`config.mk`:
```
export PLATFORM = sky130hd
export DESIGN_NAME = request_agent_ctrl_status
export DESIGN_NICKNAME = d
export VERILOG_FILES = /design/src/verilog/request_agent_pkg.sv /design/src/verilog/flush_deadline_timer.sv /design/src/verilog/request_agent_ctrl_status.sv
export SDC_FILE = /design/constraint.sdc
export NUM_CORES = 1
export LEC_CHECK = 0
export BUFFER_PORTS_ARGS = -buffer_cell sky130_fd_sc_hd__buf_2
export CAP_MARGIN = 15
export CORE_ASPECT_RATIO = 1.4
export CORE_MARGIN = 3
export CORE_UTILIZATION = 50
export CTS_CLUSTER_DIAMETER = 30
export DETAILED_ROUTE_END_ITERATION = 10
export GPL_TIMING_DRIVEN = 0
export PLACE_DENSITY = 0.77
export SYNTH_ARGS = -nofsm -noshare
export SYNTH_HDL_FRONTEND = slang
export SYNTH_SLANG_ARGS = --single-unit
```
`constraint.sdc`:
```
create_clock -name sys_clk -period 2.6 [get_ports sys_clk]
set_input_delay 0.26 -clock sys_clk [delete_from_list [all_inputs] [get_ports sys_clk]]
set_output_delay 0.26 -clock sys_clk [all_outputs]
set_load 0.005 [all_outputs]
```
`src/verilog/request_agent_pkg.sv`:
```
// Purpose: shared offsets, bit positions and timing for the requesting agent register bank
// Assumes: 20 MHz sys_clk, 32-bit configuration accesses on word offsets
// Notes: the capability status word sits at byte offset 00h of the bank
package request_agent_pkg;

	// register byte offsets
	localparam logic [7:0] CAP_STATUS_OFS = 8'h00;
	localparam logic [7:0] AGENT_CONTROL_OFS = 8'h04;
	localparam logic [7:0] ERROR_LOG_POINTER_OFS = 8'h08;

	// capability status field positions
	localparam int FLUSH_COUNT_LSB = 19;
	localparam int FLUSH_COUNT_MSB = 27;
	localparam int FLUSH_EXP_LSB = 28;
	localparam int FLUSH_EXP_MSB = 30;
	localparam int FLUSH_DONE_BIT = 31;

	// agent control field positions
	localparam int AGENT_ENABLE_BIT = 0;
	localparam int SNOOP_ENABLE_BIT = 1;
	localparam int QUIESCE_REQ_BIT = 3;
	localparam int FLUSH_REQ_BIT = 14;

	// writable bits of agent control: 14, 13:4 (preserved), 3, 2 (preserved), 1, 0
	localparam logic [31:0] CONTROL_WMASK = 32'h0000_7fff;
	localparam logic [31:0] CONTROL_RESET = 32'h0000_0000;

	// time base
	localparam longint CLK_PERIOD_NS = 50;
	localparam longint FLUSH_UNIT_NS = 32;
	localparam int EXP_SHIFT = 5;

	// width of the error log offset field
	localparam int ERR_LOG_W = 12;

	// flush sequencing
	typedef enum logic [1:0]
	{
		FLUSH_IDLE = 2'b00,
		FLUSH_BUSY = 2'b01,
		FLUSH_DONE = 2'b10
	} flush_state_e;

endpackage
```
`src/verilog/flush_deadline_timer.sv`:
```
// Purpose: counts cycles of a running cache flush against its reported budget
// Assumes: run is a same-clock level, high from flush start until completion
// Notes: overdue is a level that holds until run falls
module flush_deadline_timer #(
	parameter longint BUDGET_CYCLES = 1,
	parameter int CNT_W = 48
)
(
	// clock and reset
	input wire logic sys_clk,
	input wire logic resetn,
	// control
	input wire logic run,
	// status
	output logic overdue
);

	logic [CNT_W-1:0] count_q;
	logic [CNT_W-1:0] count_d;
	logic overdue_q;
	logic overdue_d;

	always_comb
	begin
		count_d = count_q;
		overdue_d = overdue_q;
		if (!run)
		begin
			count_d = '0;
			overdue_d = 1'b0;
		end
		else if (count_q >= BUDGET_CYCLES[CNT_W-1:0])
			overdue_d = 1'b1;
		else
			count_d = count_q + 1'b1;
	end

	always_ff @(posedge sys_clk or negedge resetn)
	begin
		if (!resetn)
		begin
			count_q <= '0;
			overdue_q <= 1'b0;
		end
		else
		begin
			count_q <= count_d;
			overdue_q <= overdue_d;
		end
	end

	assign overdue = overdue_q;

endmodule

```
`src/verilog/request_agent_ctrl_status.sv`:
```
// Purpose: control and capability status registers of a coherent requesting agent
// Assumes: configuration accesses and agent core signals share sys_clk
// Notes: no function-level reset input exists, so only resetn clears state
// Notes on behaviour
// - flush time count is a read-only nine-bit value, 0 to 511.
// - flush time count is valid from reset, not tied to discovery ready.
// - flush exponent in bits 30:28, multiplier is 32 to that power ns.
// - flush exponent is valid from reset, like the count.
// - bit 31 reads 1 once the cache flush has completed.
// - done must be set within count times multiplier after flush request rises.
// - done clears when the flush request bit falls.
// - conventional reset zeroes done and all control bits; function reset does not.
// - offset 08h word carries the error log offset, other bits zero.
// - agent enable bit 0 gates issuing requests to home agents.
// - quiesce request bit 3 asks the agent to reach a quiesced state.
// - quiesce acknowledge changes only after the request bit changed.
// - flush request bit 14 starts write-back and invalidate; snoops still serviced.
module request_agent_ctrl_status #(
	parameter logic [8:0] FLUSH_TIME_COUNT = 9'h010,
	parameter logic [2:0] FLUSH_TIME_EXP = 3'h2,
	parameter logic [11:0] ERR_LOG_OFFSET = 12'h000,
	parameter int SNOOP_ID_W = 8
)
(
	// clock and reset
	input wire logic sys_clk,
	input wire logic resetn,
	// configuration access
	input wire logic cfg_wr_en,
	input wire logic cfg_rd_en,
	input wire logic [7:0] cfg_addr,
	input wire logic [3:0] cfg_byte_en,
	input wire logic [31:0] cfg_wdata,
	output logic [31:0] cfg_rdata,
	output logic cfg_rd_valid,
	// agent core control
	output logic request_allowed,
	output logic quiesce_request,
	input wire logic quiesce_reached,
	// cache flush engine
	output logic flush_start,
	input wire logic flush_complete,
	output logic flush_overdue,
	// snoop channel
	input wire logic snoop_req_valid,
	input wire logic [SNOOP_ID_W-1:0] snoop_req_id,
	output logic snoop_req_ready,
	output logic snoop_rsp_valid,
	output logic [SNOOP_ID_W-1:0] snoop_rsp_id
);

	// budget rounded down: longest time allowed
	localparam longint FLUSH_BUDGET_NS =
		longint'(FLUSH_TIME_COUNT) * (longint'(1) << (request_agent_pkg::EXP_SHIFT * int'(FLUSH_TIME_EXP)));
	localparam longint FLUSH_BUDGET_RAW = FLUSH_BUDGET_NS / request_agent_pkg::CLK_PERIOD_NS;
	localparam longint FLUSH_BUDGET_CYCLES = (FLUSH_BUDGET_RAW < 1) ? 1 : FLUSH_BUDGET_RAW;

	logic [31:0] ctrl_q;
	logic [31:0] ctrl_d;
	logic [31:0] rdata_q;
	logic [31:0] rdata_d;
	logic rd_valid_q;
	logic rd_valid_d;
	request_agent_pkg::flush_state_e flush_q;
	request_agent_pkg::flush_state_e flush_d;
	logic start_q;
	logic start_d;
	logic qack_q;
	logic qack_d;
	logic rsp_valid_q;
	logic rsp_valid_d;
	logic [SNOOP_ID_W-1:0] rsp_id_q;
	logic [SNOOP_ID_W-1:0] rsp_id_d;
	logic flush_bit;
	logic snoop_en;

	// per-byte merge of a write under the writable mask
	function automatic logic [31:0] merge_write(input logic [31:0] old_v, input logic [31:0] new_v,
		input logic [3:0] be);
		logic [31:0] m;
		m = {{8{be[3]}}, {8{be[2]}}, {8{be[1]}}, {8{be[0]}}} & request_agent_pkg::CONTROL_WMASK;
		merge_write = (old_v & ~m) | (new_v & m);
	endfunction

	assign flush_bit = ctrl_q[request_agent_pkg::FLUSH_REQ_BIT];
	assign snoop_en = ctrl_q[request_agent_pkg::SNOOP_ENABLE_BIT];

	// control register
	always_comb
	begin
		ctrl_d = ctrl_q;
		if (cfg_wr_en && cfg_addr == request_agent_pkg::AGENT_CONTROL_OFS)
			ctrl_d = merge_write(ctrl_q, cfg_wdata, cfg_byte_en);
	end

	always_ff @(posedge sys_clk or negedge resetn)
	begin
		if (!resetn)
			ctrl_q <= request_agent_pkg::CONTROL_RESET;
		else
			ctrl_q <= ctrl_d;
	end

	// flush sequencing
	always_comb
	begin
		flush_d = flush_q;
		start_d = 1'b0;
		case (flush_q)
			request_agent_pkg::FLUSH_IDLE:
			begin
				if (flush_bit)
				begin
					flush_d = request_agent_pkg::FLUSH_BUSY;
					start_d = 1'b1;
				end
			end
			request_agent_pkg::FLUSH_BUSY:
			begin
				// completion sets done; set wins over a falling request
				if (flush_complete)
					flush_d = request_agent_pkg::FLUSH_DONE;
				else if (!flush_bit)
					flush_d = request_agent_pkg::FLUSH_IDLE;
			end
			request_agent_pkg::FLUSH_DONE:
			begin
				if (!flush_bit)
					flush_d = request_agent_pkg::FLUSH_IDLE;
			end
			default:
				flush_d = request_agent_pkg::FLUSH_IDLE;
		endcase
	end

	always_ff @(posedge sys_clk or negedge resetn)
	begin
		if (!resetn)
		begin
			flush_q <= request_agent_pkg::FLUSH_IDLE;
			start_q <= 1'b0;
		end
		else
		begin
			flush_q <= flush_d;
			start_q <= start_d;
		end
	end

	flush_deadline_timer #(
		.BUDGET_CYCLES(FLUSH_BUDGET_CYCLES),
		.CNT_W(48)
	) u_deadline (
		.sys_clk(sys_clk),
		.resetn(resetn),
		.run(flush_q == request_agent_pkg::FLUSH_BUSY),
		.overdue(flush_overdue)
	);

	// quiesce acknowledge only moves toward the request value
	always_comb
	begin
		qack_d = qack_q;
		if (ctrl_q[request_agent_pkg::QUIESCE_REQ_BIT] && quiesce_reached)
			qack_d = 1'b1;
		else if (!ctrl_q[request_agent_pkg::QUIESCE_REQ_BIT])
			qack_d = 1'b0;
	end

	always_ff @(posedge sys_clk or negedge resetn)
	begin
		if (!resetn)
			qack_q <= 1'b0;
		else
			qack_q <= qack_d;
	end

	// snoop answers continue during a flush; one-cycle turnaround
	always_comb
	begin
		rsp_valid_d = snoop_req_valid && snoop_en;
		rsp_id_d = rsp_valid_d ? snoop_req_id : rsp_id_q;
	end

	always_ff @(posedge sys_clk or negedge resetn)
	begin
		if (!resetn)
		begin
			rsp_valid_q <= 1'b0;
			rsp_id_q <= '0;
		end
		else
		begin
			rsp_valid_q <= rsp_valid_d;
			rsp_id_q <= rsp_id_d;
		end
	end

	// read path; unmapped offsets read zero
	always_comb
	begin
		rdata_d = rdata_q;
		rd_valid_d = cfg_rd_en;
		if (cfg_rd_en)
		begin
			rdata_d = 32'h0000_0000;
			if (cfg_addr == request_agent_pkg::CAP_STATUS_OFS)
			begin
				rdata_d[request_agent_pkg::FLUSH_COUNT_MSB:request_agent_pkg::FLUSH_COUNT_LSB] = FLUSH_TIME_COUNT;
				rdata_d[request_agent_pkg::FLUSH_EXP_MSB:request_agent_pkg::FLUSH_EXP_LSB] = FLUSH_TIME_EXP;
				rdata_d[request_agent_pkg::FLUSH_DONE_BIT] = (flush_q == request_agent_pkg::FLUSH_DONE);
				rdata_d[request_agent_pkg::QUIESCE_REQ_BIT] = qack_q;
			end
			else if (cfg_addr == request_agent_pkg::AGENT_CONTROL_OFS)
				rdata_d = ctrl_q;
			else if (cfg_addr == request_agent_pkg::ERROR_LOG_POINTER_OFS)
				rdata_d[request_agent_pkg::ERR_LOG_W-1:0] = ERR_LOG_OFFSET;
		end
	end

	always_ff @(posedge sys_clk or negedge resetn)
	begin
		if (!resetn)
		begin
			rdata_q <= 32'h0000_0000;
			rd_valid_q <= 1'b0;
		end
		else
		begin
			rdata_q <= rdata_d;
			rd_valid_q <= rd_valid_d;
		end
	end

	assign request_allowed = ctrl_q[request_agent_pkg::AGENT_ENABLE_BIT];
	assign quiesce_request = ctrl_q[request_agent_pkg::QUIESCE_REQ_BIT];
	assign flush_start = start_q;
	assign snoop_req_ready = snoop_en;
	assign snoop_rsp_valid = rsp_valid_q;
	assign snoop_rsp_id = rsp_id_q;
	assign cfg_rdata = rdata_q;
	assign cfg_rd_valid = rd_valid_q;
endmodule

```
==> reports/metrics.csv, run 1 <==
stage,metric,value,unit
status,status,finished clean,
logic_synthesis,yosysTopAreaCell,dfrtp_1,
logic_synthesis,synth-main-ff-cell,dfrtp_1,
drt,ant_nets,0,
cells_and_area,area_growth_syn_to_layout,20.9,%
logic_synthesis,synth.area.top_cells,"dfrtp_1 (62%), and2_1 (6.4%), mux2_2 (4.7%), a22o_1 (3.4%), buf_4 (3.2%)",
drt,viasPerCell,4.92,
cts,clock_path_buffers,2,
pwr,swShare,22.6,%
logic_synthesis,yosysUniqueCellTypes,36,
timing,max_freq,455,MHz
cts,post_cts_buffers,0,
timing,period_minus_slack,2200,ps
critical_path,crit_type,register to register,
logic_synthesis,ys_seq_area_share,62.4,%
cts,cts_hold_buffers,1,
drt,avgRoutedWirePerCell,14.0,µm
floorplan,io_pins,106,
floorplan,fp.dieH,109,µm
cts,htreeDepth,3,
job,cap_viol_max_count,0,
place,place_ws,391,ps
drt,wl,6790,µm
hold_path,hold_path_depth,2,
cts,clock-root-buffer,clkbuf_8,
hold_path,hold_start,flush_complete,
critical_path,r2r_cells,6,
critical_path,r2r-start,u_deadline.count_q[0],
grt,first_global_vias,2469,
floorplan,die_w,79.8,µm
logic_synthesis,syn_inst,286,
logic_synthesis,avgSynthCellArea,13.3,µm²
grt,grt_pass1_wl,11600,µm
drt,vias,2391,
critical_path,arrival,2480,ps
cells_and_area,antenna_cells,0,
critical_path,ff2ff_setup_slack,400,ps
grt,overflow,0,
timing,finalCritPeriodShare,84.5,%
logic_synthesis,synth-seq-cells,95,
pwr,ir_drop,0.422,mV
critical_path,critPathCaptureType,register,
place,gp_congestion,0.772,
timing,setup_tns,0,ps
pwr,intPower,2.14,mW
pwr,combPwrFrac,5.8,%
timing,finalClockSkew,13.0,ps
drt,dr.first_iter.drc_count,105,
place,dp_hpwl,4890,µm
floorplan,core-area,7360,µm²
hold_path,hold_end,flush_q[0],
critical_path,worstPathMaxFanout,10,
cells_and_area,fill_cells,566,
floorplan,initial_utilization,51.8,%
hold_path,min-delay-path-class,primary input to register,
cts,cts.sinks,95,
critical_path,rr_endpoint,u_deadline.count_q[6],
grt,gr-usage-all-layers,17.0,%
floorplan,dieArea,8720,µm²
cts,clk_latency,360,ps
drt,dr.pass1.iters,4,
critical_path,cp-start-kind,register,
logic_synthesis,yosysWarnings,0,
place,port_buffers,72,
place,placed_area,4370,µm²
logic_synthesis,synth_edf_count,0,
timing,setup_slack,404,ps
cells_and_area,drive_gt1_share,35.7,%
pwr,clkPwrFrac,39.2,%
timing,rsz0062_at_grt,no,
pwr,leakage,2.45,nW
pwr,p_switching,0.627,mW
floorplan,rows,37,
cells_and_area,nets,444,
logic_synthesis,syn_area,3810,µm²
cts,clk_pin_slew,100,ps
timing,hold_violations,0,
drt,drc,0,
pwr,seqPwrFrac,54.9,%
critical_path,cp.required,2890,ps
logic_synthesis,ys_top_cells_by_count,"dfrtp_1 (95), and2_1 (39), buf_4 (16), mux2_2 (16), nor4_1 (16)",
cts,cts_inserted_buffers,9,
cts,cts_tree,built,
cts,post_cts_resized,0,
logic_synthesis,synth_most_common_cell,dfrtp_1,
pwr,power_density,601,nW/µm²
cells_and_area,fin_area,4610,µm²
grt,grt_max_degree,64,
logic_synthesis,synth_top_area_share,62.4,%
timing,setup-violations-final,0,
logic_synthesis,async_reset_ff_share,100,%
timing,report.final.slew_viol_count,0,
grt,antenna_found_initial,0,
[area by class of cell]
| cell class | instances | area, µm² | share of cell area, % |
|---|---|---|---|
| flip-flops and latches | 95 | 2380 | 51.6 |
| multi-input cells | 172 | 1270 | 27.6 |
| repair buffers | 74 | 400 | 8.69 |
| plain buffers | 28 | 198 | 4.29 |
| clock buffers | 9 | 124 | 2.69 |
| well taps | 97 | 121 | 2.63 |
| clock inverters | 7 | 103 | 2.23 |
| inverters | 4 | 15.0 | 0.326 |
[worst max path at each step]
stage	from	endpoint	slack, ps	depth (start not counted)
final	u_deadline.count_q[0]	u_deadline.count_q[6]	400	6
after detailed placement	u_deadline.count_q[0]	u_deadline.count_q[4]	390	6
after CTS	u_deadline.count_q[0]	u_deadline.count_q[6]	380	6
after floorplan	u_deadline.count_q[0]	u_deadline.count_q[4]	680	6
after global routing	u_deadline.count_q[0]	u_deadline.count_q[2]	200	6
after global placement	u_deadline.count_q[0]	u_deadline.count_q[4]	400	6
[metrics by stage]
stage                     util, %  hold WS [ps]  power, mW  instances
after floorplan                 -         -35.6       1.61        299
after global placement       59.0           448       1.70        468
after detailed placement     59.4           232       1.71        469
after CTS                    62.6          61.9       2.80        486
after global routing         62.6          60.6       2.88        486
final                        62.6          87.9       2.77        486
[cells by family after synthesis]
group	Yosys count	share of synthesized area [%]
AOI/OAI and AO/OA	26	5.61
adders and majority gates	1	0.328
buffers and inverters	32	5.58
DFF	95	62.4
muxes	31	9.71
other	1	0.0984
and+or+nand+nor	100	16.3
[routing by layer]
layer  GRT usage, %  share of wire, %  vias to the layer above
met5              0                 0                        -
met4           6.16              0.93                        0
met3           4.92               5.4                        6
met2           28.0                51                       65
met1           21.4                43                     1157
li1               -                 -                     1163
[worst max-delay path, cell delays in order (launching register included)]
cell	delay [ps]
dfrtp_1	420
ha_1	280
a2111oi_2	430
o2111ai_1	190
buf_2	220
nor4_1	360
mux2i_1	220
[cell usage in the layout, fill, tap and decap left out, types with 4 or more instances in the layout]
| cell | count |
|---|---|
| dfrtp_1 | 95 |
| buf_2 | 72 |
| and2_1 | 39 |
| buf_4 | 17 |
| nor4_1 | 16 |
| mux2_2 | 16 |
| a22o_1 | 15 |
| conb_1 | 14 |
| nand2_1 | 11 |
| clkbuf_8 | 9 |
| nand2b_1 | 8 |
| clkbuf_1 | 8 |
| mux2_4 | 8 |
| mux2i_1 | 7 |
| nand3_1 | 5 |
| inv_1 | 4 |
| nor2b_1 | 4 |
| and3_1 | 4 |
[power groups by stage]
stage          sequential [mW]  clock (mW)  combinational, mW
5_1_grt                   1.53        1.17              0.184
3_3_place_gp              1.55           0              0.153
3_5_place_dp              1.55           0              0.163
2_1_floorplan             1.55           0             0.0612
6_report                  1.52        1.09              0.161
4_1_cts                   1.52        1.11              0.165
(Power assumes the default switching activity.)
==> run 2, diff against run 1 <==
clock period = 2.05 ns   (was 2.6 ns; I/O delays follow)
==> run 2 against run 1 <==
Compared with the run above: sequential share of layout area is 1.3 points lower; cell count is 0.41% higher; register-to-register slack got worse by 310 ps; non-clock buffer count increased by 2; sequential power rose by 27%; core utilization increased by 1.6 points; clock power increased by 27%; global-route usage up 0.18 points; worst hold slack got worse by 57 ps; maximum frequency rose by 12%; sequential cell count did not move; critical endpoint is now u_deadline.count_q[1]; largest cell class unchanged; largest power group unchanged.
==> reports/metrics.csv, run 2 (same netlist as run 1, synthesis figures left out) <==
stage,metric,value,unit,change
status,status,finished clean,,unchanged
timing,hold_violations,0,,unchanged
pwr,ir_drop,0.535,mV,was 0.422 mV
job,cap_viol_max_count,0,,unchanged
cts,cts_inserted_buffers,9,,unchanged
cells_and_area,fin_area,4730,µm²,was 4610 µm²
floorplan,dieArea,8720,µm²,unchanged
grt,grt_max_degree,64,,unchanged
critical_path,crit_slowest_cell,dfrtp_1,,was a2111oi_2
grt,antenna_found_initial,0,,unchanged
floorplan,io_pins,106,,unchanged
critical_path,worstPathMaxFanout,8,,was 10
critical_path,critPathCaptureType,register,,unchanged
grt,first_global_vias,2507,,was 2469
cts,htreeDepth,3,,unchanged
floorplan,initial_utilization,51.8,%,unchanged
timing,rsz0062_at_grt,yes,,was no
drt,wl_met3,371,µm,was 370 µm
cells_and_area,mostFrequentLayoutCells,"dfrtp_1 (95), buf_2 (71), and2_1 (39)",,"was dfrtp_1 (95), buf_2 (72), and2_1 (39)"
floorplan,rows,37,,unchanged
critical_path,ff2ff_setup_slack,90,ps,was 400 ps
grt,gr-usage-all-layers,17.1,%,was 17.0%
drt,viasPerCell,4.93,,was 4.92
cells_and_area,final_common_cell,dfrtp_1,,unchanged
timing,period_minus_slack,1960,ps,was 2200 ps
timing,setup_tns,0,ps,unchanged
cts,clk_pin_slew,90,ps,was 100 ps
drt,dr.first_iter.drc_count,106,,was 105
critical_path,crit_chain,ha_2 -> a2111oi_4 -> o2111ai_2 -> buf_6 -> buf_4 -> o31ai_1 -> a21oi_1,,was ha_1 -> a2111oi_2 -> o2111ai_1 -> buf_2 -> nor4_1 -> mux2i_1
timing,setup-violations-final,0,,unchanged
floorplan,die_w,79.8,µm,unchanged
place,port_buffers,72,,unchanged
floorplan,core-area,7360,µm²,unchanged
floorplan,fp.dieH,109,µm,unchanged
cells_and_area,nets,446,,was 444
drt,avgRoutedWirePerCell,14.2,µm,was 14.0 µm
place,gp_congestion,0.772,,unchanged
critical_path,slowest_delay,410,ps,was 430 ps
pwr,power_density,743,nW/µm²,was 601 nW/µm²
cts,clock-root-buffer,clkbuf_8,,unchanged
cells_and_area,fin_util,64.2,%,was 62.6%
place,place_ws,-159,ps,was 391 ps
timing,report.final.slew_viol_count,0,,unchanged
drt,maxUsedRoutingLayer,met4,,unchanged
grt,overflow,0,,unchanged
drt,wl_met1,2930,µm,was 2900 µm
drt,dr.pass1.iters,4,,unchanged
cells_and_area,area_growth_syn_to_layout,24.0,%,was 20.9%
drt,ant_nets,0,,unchanged
cts,cts.sinks,95,,unchanged
drt,vias,2408,,was 2391
cells_and_area,antenna_cells,0,,unchanged
timing,finalClockSkew,12.9,ps,was 13.0 ps
critical_path,cp-start-kind,register,,unchanged
drt,drc,0,,unchanged
place,dp_hpwl,4890,µm,unchanged
timing,finalCritPeriodShare,95.5,%,was 84.5%
critical_path,cp.required,2290,ps,was 2890 ps
critical_path,arrival,2200,ps,was 2480 ps
cts,cts_tree,built,,unchanged
critical_path,crit_type,register to register,,unchanged
grt,grt_pass1_wl,11700,µm,was 11600 µm
cts,clk_latency,360,ps,about the same
cts,clock_path_buffers,2,,unchanged
timing,whs,30.5,ps,was 87.9 ps
cells_and_area,drive_gt1_share,38.9,%,was 35.7%
drt,wl,6910,µm,was 6790 µm
hold_path,min-delay-path-class,primary input to register,,unchanged
pwr,leakage,2.47,nW,was 2.45 nW
drt,wl_met2,3530,µm,was 3460 µm
place,placed_area,4370,µm²,unchanged
cells_and_area,fill_cells,555,,was 566
timing,setup_slack,91.9,ps,was 404 ps
timing,max_freq,511,MHz,was 455 MHz
run 2: cell types whose count changed in the layout (fill, tap and decap cells not counted), moves of 2 or more:
cell      before  now
clkbuf_2       0    2
nor4_1        16   11
buf_4         17   19
clkbuf_1       8    6
nor4_2         0    2
nor4_4         1    4
run 2: worst paths after layout:
check                                            from                endpoint  cells after the start
max in group asynchronous                      resetn  u_deadline.count_q[15]                      3
worst min register to register                 qack_q                  qack_q                      1
worst max-delay path            u_deadline.count_q[0]   u_deadline.count_q[1]                      7
worst min-delay path                   flush_complete              flush_q[0]                      2
min in group asynchronous                      resetn   u_deadline.count_q[6]                      2
worst max register to register  u_deadline.count_q[0]   u_deadline.count_q[1]                      7
run 2: layout make-up:
class	instances	area [µm²]	area share, %
Sequential cell	95	2380	50.3
Multi-Input combinational cell	172	1370	28.9
Timing Repair Buffer	76	415	8.79
Buffer	28	206	4.37
Clock buffer	9	124	2.62
Tap cell	97	121	2.57
Clock inverter	7	103	2.17
Inverter	4	15.0	0.318
run 2: worst max-delay path, delay by kind of cell, from the launching register on:
kind	cells	cell delay [ps]
buffers and inverters	2	350
AO/OA/AOI/OAI	4	860
adder cells (fa/ha/maj)	1	240
flip-flops	1	410
run 2: where the power goes:
part	internal, mW	switching [mW]	leakage [nW]	total (mW)
combinational	0.106	0.0992	1.04	0.205
clock	0.702	0.676	0.111	1.38
sequential	1.91	0.0202	1.32	1.93
run 2: layer usage:
layer  GRT usage [%]  vias up
li1                -     1161
met1            21.6     1177
met2            28.0       62
met3            5.00        8
met4            6.64        0
met5               0        -
run 2: stage by stage:
step | power (mW) | std cells
3_3_place_gp | 2.16 | 468
5_1_grt | 3.65 | 488
4_1_cts | 3.55 | 487
3_5_place_dp | 2.17 | 469
2_1_floorplan | 2.05 | 299
6_report | 3.51 | 488
run 2: repair_timing:
action,CTS,global route
buffers inserted,1,1
hold buffers,1,0
hold endpoints to repair,32,0
endpoints found under the setup margin,9,22
resized for setup,10,10
pin swaps,0,1
==> run 3, diff against run 2 <==
ABC_AREA = 1   (was not set)
CTS_CLUSTER_SIZE = 25   (was not set)
PLACE_DENSITY = 0.76   (was 0.77)
==> run 3 against run 2 <==
Compared with the run above: area after synthesis increased by 7.1%; sequential cell count did not move; largest power group unchanged; critical path depth increased by 3; non-clock buffer count stayed put.
==> reports/metrics.csv, run 3 <==
stage,metric,value,unit,change
status,status,finished clean,,unchanged
logic_synthesis,synth-xor-area-share,0.644,%,was 0%
logic_synthesis,synth-main-ff-cell,dfrtp_1,,unchanged
logic_synthesis,ys_top_cells_by_count,"nand2_1 (112), dfrtp_1 (95), nor2_1 (80)",,"was dfrtp_1 (95), and2_1 (39), buf_4 (16), mux2_2 (16), nor4_1 (16)"
grt,antenna_found_initial,0,,unchanged
logic_synthesis,synth-seq-cells,95,,unchanged
cells_and_area,multi_input_area,1290,µm²,was 1370 µm²
logic_synthesis,synth_top_area_share,58.2,%,was 62.4%
critical_path,cp_common_cell,nand2_1,,
logic_synthesis,synth-adder-area-share,0.307,%,was 0.328%
cts,post_cts_resized,0,,was 10
logic_synthesis,synth_edf_count,0,,unchanged
cts,post_cts_buffers,0,,was 1
timing,finalCritPeriodShare,78.1,%,was 95.5%
drt,viasPerCell,4.64,,was 4.93
logic_synthesis,yosysUniqueCellTypes,27,,was 36
pwr,power_density,802,nW/µm²,was 743 nW/µm²
logic_synthesis,async_reset_ff_share,100,%,unchanged
grt,met3_usage,4.62,%,was 5.00%
place,dp_hpwl,5730,µm,was 4890 µm
grt,gr-usage-all-layers,18.3,%,was 17.1%
floorplan,die_w,82.4,µm,was 79.8 µm
drt,vias,3102,,was 2408
floorplan,initial_utilization,52.0,%,was 51.8%
critical_path,critPathCaptureType,register,,unchanged
pwr,p_total,3.92,mW,was 3.51 mW
floorplan,dieArea,9300,µm²,was 8720 µm²
critical_path,crit_slowest_cell,dfrtp_1,,unchanged
grt,overflow,0,,unchanged
floorplan,io_pins,106,,unchanged
logic_synthesis,syn_inst,465,,was 286
timing,hold_violations,0,,unchanged
cts,htreeDepth,3,,unchanged
cts,clk_pin_slew,80,ps,was 90 ps
cells_and_area,fin_util,62.3,%,was 64.2%
timing,finalClockSkew,5.15,ps,was 12.9 ps
place,port_buffers,72,,unchanged
cts,clock-root-buffer,clkbuf_8,,unchanged
critical_path,arrival,1850,ps,was 2200 ps
cells_and_area,final_common_cell,nand2_1,,was dfrtp_1
grt,grt_pass1_wl,13200,µm,was 11700 µm
drt,wl,7580,µm,was 6910 µm
floorplan,rows,38,,was 37
cts,cts_tree,built,,unchanged
drt,drc,0,,unchanged
timing,max_freq,625,MHz,was 511 MHz
critical_path,cp.required,2300,ps,was 2290 ps
critical_path,ff2ff_setup_slack,450,ps,was 90 ps
critical_path,crit_type,register to register,,unchanged
cts,clock_path_buffers,2,,unchanged
logic_synthesis,ys_seq_area_share,58.2,%,was 62.4%
critical_path,worstPathMaxFanout,10,,was 8
cells_and_area,drive_gt1_share,23.2,%,was 38.9%
critical_path,r2r-start,u_deadline.count_q[0],,unchanged
timing,report.final.slew_viol_count,0,,unchanged
timing,rsz0062_at_grt,no,,was yes
cells_and_area,seq_area,2380,µm²,unchanged
hold_path,min-delay-path-class,primary input to register,,unchanged
cts,clk_latency,350,ps,was 360 ps
critical_path,r2r_cells,10,,was 7
timing,period_minus_slack,1600,ps,was 1960 ps
logic_synthesis,synth_most_common_cell,nand2_1,,was dfrtp_1
cts,cts_inserted_buffers,9,,unchanged
cells_and_area,mostFrequentLayoutCells,"nand2_1 (112), dfrtp_1 (95), nor2_1 (80)",,"was dfrtp_1 (95), buf_2 (71), and2_1 (39)"
drt,dr.first_iter.drc_count,188,,was 106
drt,avgRoutedWirePerCell,11.3,µm,was 14.2 µm
cts,cts.sinks,95,,unchanged
timing,setup-violations-final,0,,unchanged
grt,met1_usage,21.1,%,was 21.6%
cells_and_area,antenna_cells,0,,unchanged
floorplan,fp.dieH,113,µm,was 109 µm
critical_path,rr_endpoint,u_deadline.overdue,,was u_deadline.count_q[1]
cells_and_area,fill_cells,666,,was 555
logic_synthesis,synth.area.top_cells,"dfrtp_1 (58%), nand2_1 (10%), nor2_1 (7.4%), inv_1 (6.6%), nand3_1 (3.6%)",,"was dfrtp_1 (62%), and2_1 (6.4%), mux2_2 (4.7%), a22o_1 (3.4%), buf_4 (3.2%)"
critical_path,cp-startpoint,u_deadline.count_q[0],,unchanged
cells_and_area,nets,624,,was 446
grt,use_met2,32.2,%,was 28.0%
logic_synthesis,syn_area,4080,µm²,was 3810 µm²
grt,grt_max_degree,65,,was 64
critical_path,cp-start-kind,register,,unchanged
critical_path,crit_end,u_deadline.overdue,,was u_deadline.count_q[1]
drt,dr.pass1.iters,4,,unchanged
logic_synthesis,yosysTopAreaCell,dfrtp_1,,unchanged
logic_synthesis,synth-compound-area-share,3.95,%,was 5.61%
logic_synthesis,synth_top_family_by_area,simple AND/OR/NAND/NOR gates,,unchanged
cells_and_area,area_growth_syn_to_layout,19.8,%,was 24.0%
logic_synthesis,synthSimpleGateAreaFrac,25.4,%,was 16.3%
critical_path,crit_chain,ha_1 -> nand2_1 -> nand3_1 -> nand2_1 -> inv_1 -> nor2_1 -> buf_2 -> nand3b_1 -> nand2_1 -> inv_1,,was ha_2 -> a2111oi_4 -> o2111ai_2 -> buf_6 -> buf_4 -> o31ai_1 -> a21oi_1
pwr,leakage,2.76,nW,was 2.47 nW
logic_synthesis,yosysWarnings,0,,unchanged
drt,ant_nets,0,,unchanged
logic_synthesis,avgSynthCellArea,8.78,µm²,was 13.3 µm²
grt,top_usage_layer,met2,,unchanged
floorplan,core-area,7850,µm²,was 7360 µm²
pwr,ir_drop,0.476,mV,was 0.535 mV
cts,cts_hold_buffers,2,,was 1
place,gp_congestion,0.848,,was 0.772
job,cap_viol_max_count,0,,unchanged
logic_synthesis,muxShareOfSynthArea,0,%,was 9.71%
grt,first_global_vias,3126,,was 2507
critical_path,slowest_delay,420,ps,was 410 ps
-- run 3: kinds of logic after synthesis --
family,Yosys count
buffers and inverters,103
other,1
AO/OA/AOI/OAI,20
AND/OR/NAND/NOR,242
adder cells (fa/ha/maj),1
XOR/XNOR,3
flip-flops,95
-- run 3: report_power, final --
part / leakage [nW] / switching [mW] / internal (mW)
Sequential: 1.31 / 0.0600 / 1.96
Combinational: 1.34 / 0.373 / 0.186
Clock: 0.114 / 0.591 / 0.753
Total: 2.76 / 1.02 / 2.90
-- run 3: worst min-delay path by stage --
stage,start,slack [ps],depth (start not counted),endpoint
finish,flush_complete,30,2,flush_q[0]
global route,flush_complete,20,2,flush_q[0]
CTS,flush_complete,20,2,flush_q[0]
detailed placement,resetn,170,1,u_deadline.count_q[11]
global placement,cfg_rd_en,330,1,cfg_rd_valid
floorplan,resetn,-90,0,async pin
-- run 3: final cells by class --
class / count / area share, %
plain buffers: 29 / 3.84
clock buffers: 13 / 3.25
clock inverters: 3 / 1.33
inverters: 74 / 5.68
multi-input cells: 280 / 26.3
flip-flops and latches: 95 / 48.6
well taps: 100 / 2.56
repair buffers: 75 / 8.39
-- run 3: worst max-delay path, delay by kind of cell (launching register included) --
family,cells,cell delay (ps)
AND/OR/NAND/NOR,6,510
flip-flops,1,420
buffers and inverters,3,330
adder cells (fa/ha/maj),1,250
-- run 3: stage by stage --
step                      cell area, µm²  setup slack, ps  setup TNS (ps)  instances  hold WS, ps
after floorplan                     4130              621               0        478        -90.6
final                               4890              450               0        669         33.5
after global placement              4620            -57.2           -4820        650          326
after detailed placement            4650              473               0        651          170
after CTS                           4890              441               0        669         16.6
after global routing                4890              282               0        669         23.2
-- run 3: routing by layer --
metal / vias up / part of all wire [%] / routed length (µm)
met3: 10 / 6.9 / 524
met5: - / 0 / 0
li1: 1562 / - / -
met2: 85 / 53 / 3980
met4: 0 / 1.6 / 123
met1: 1445 / 39 / 2950
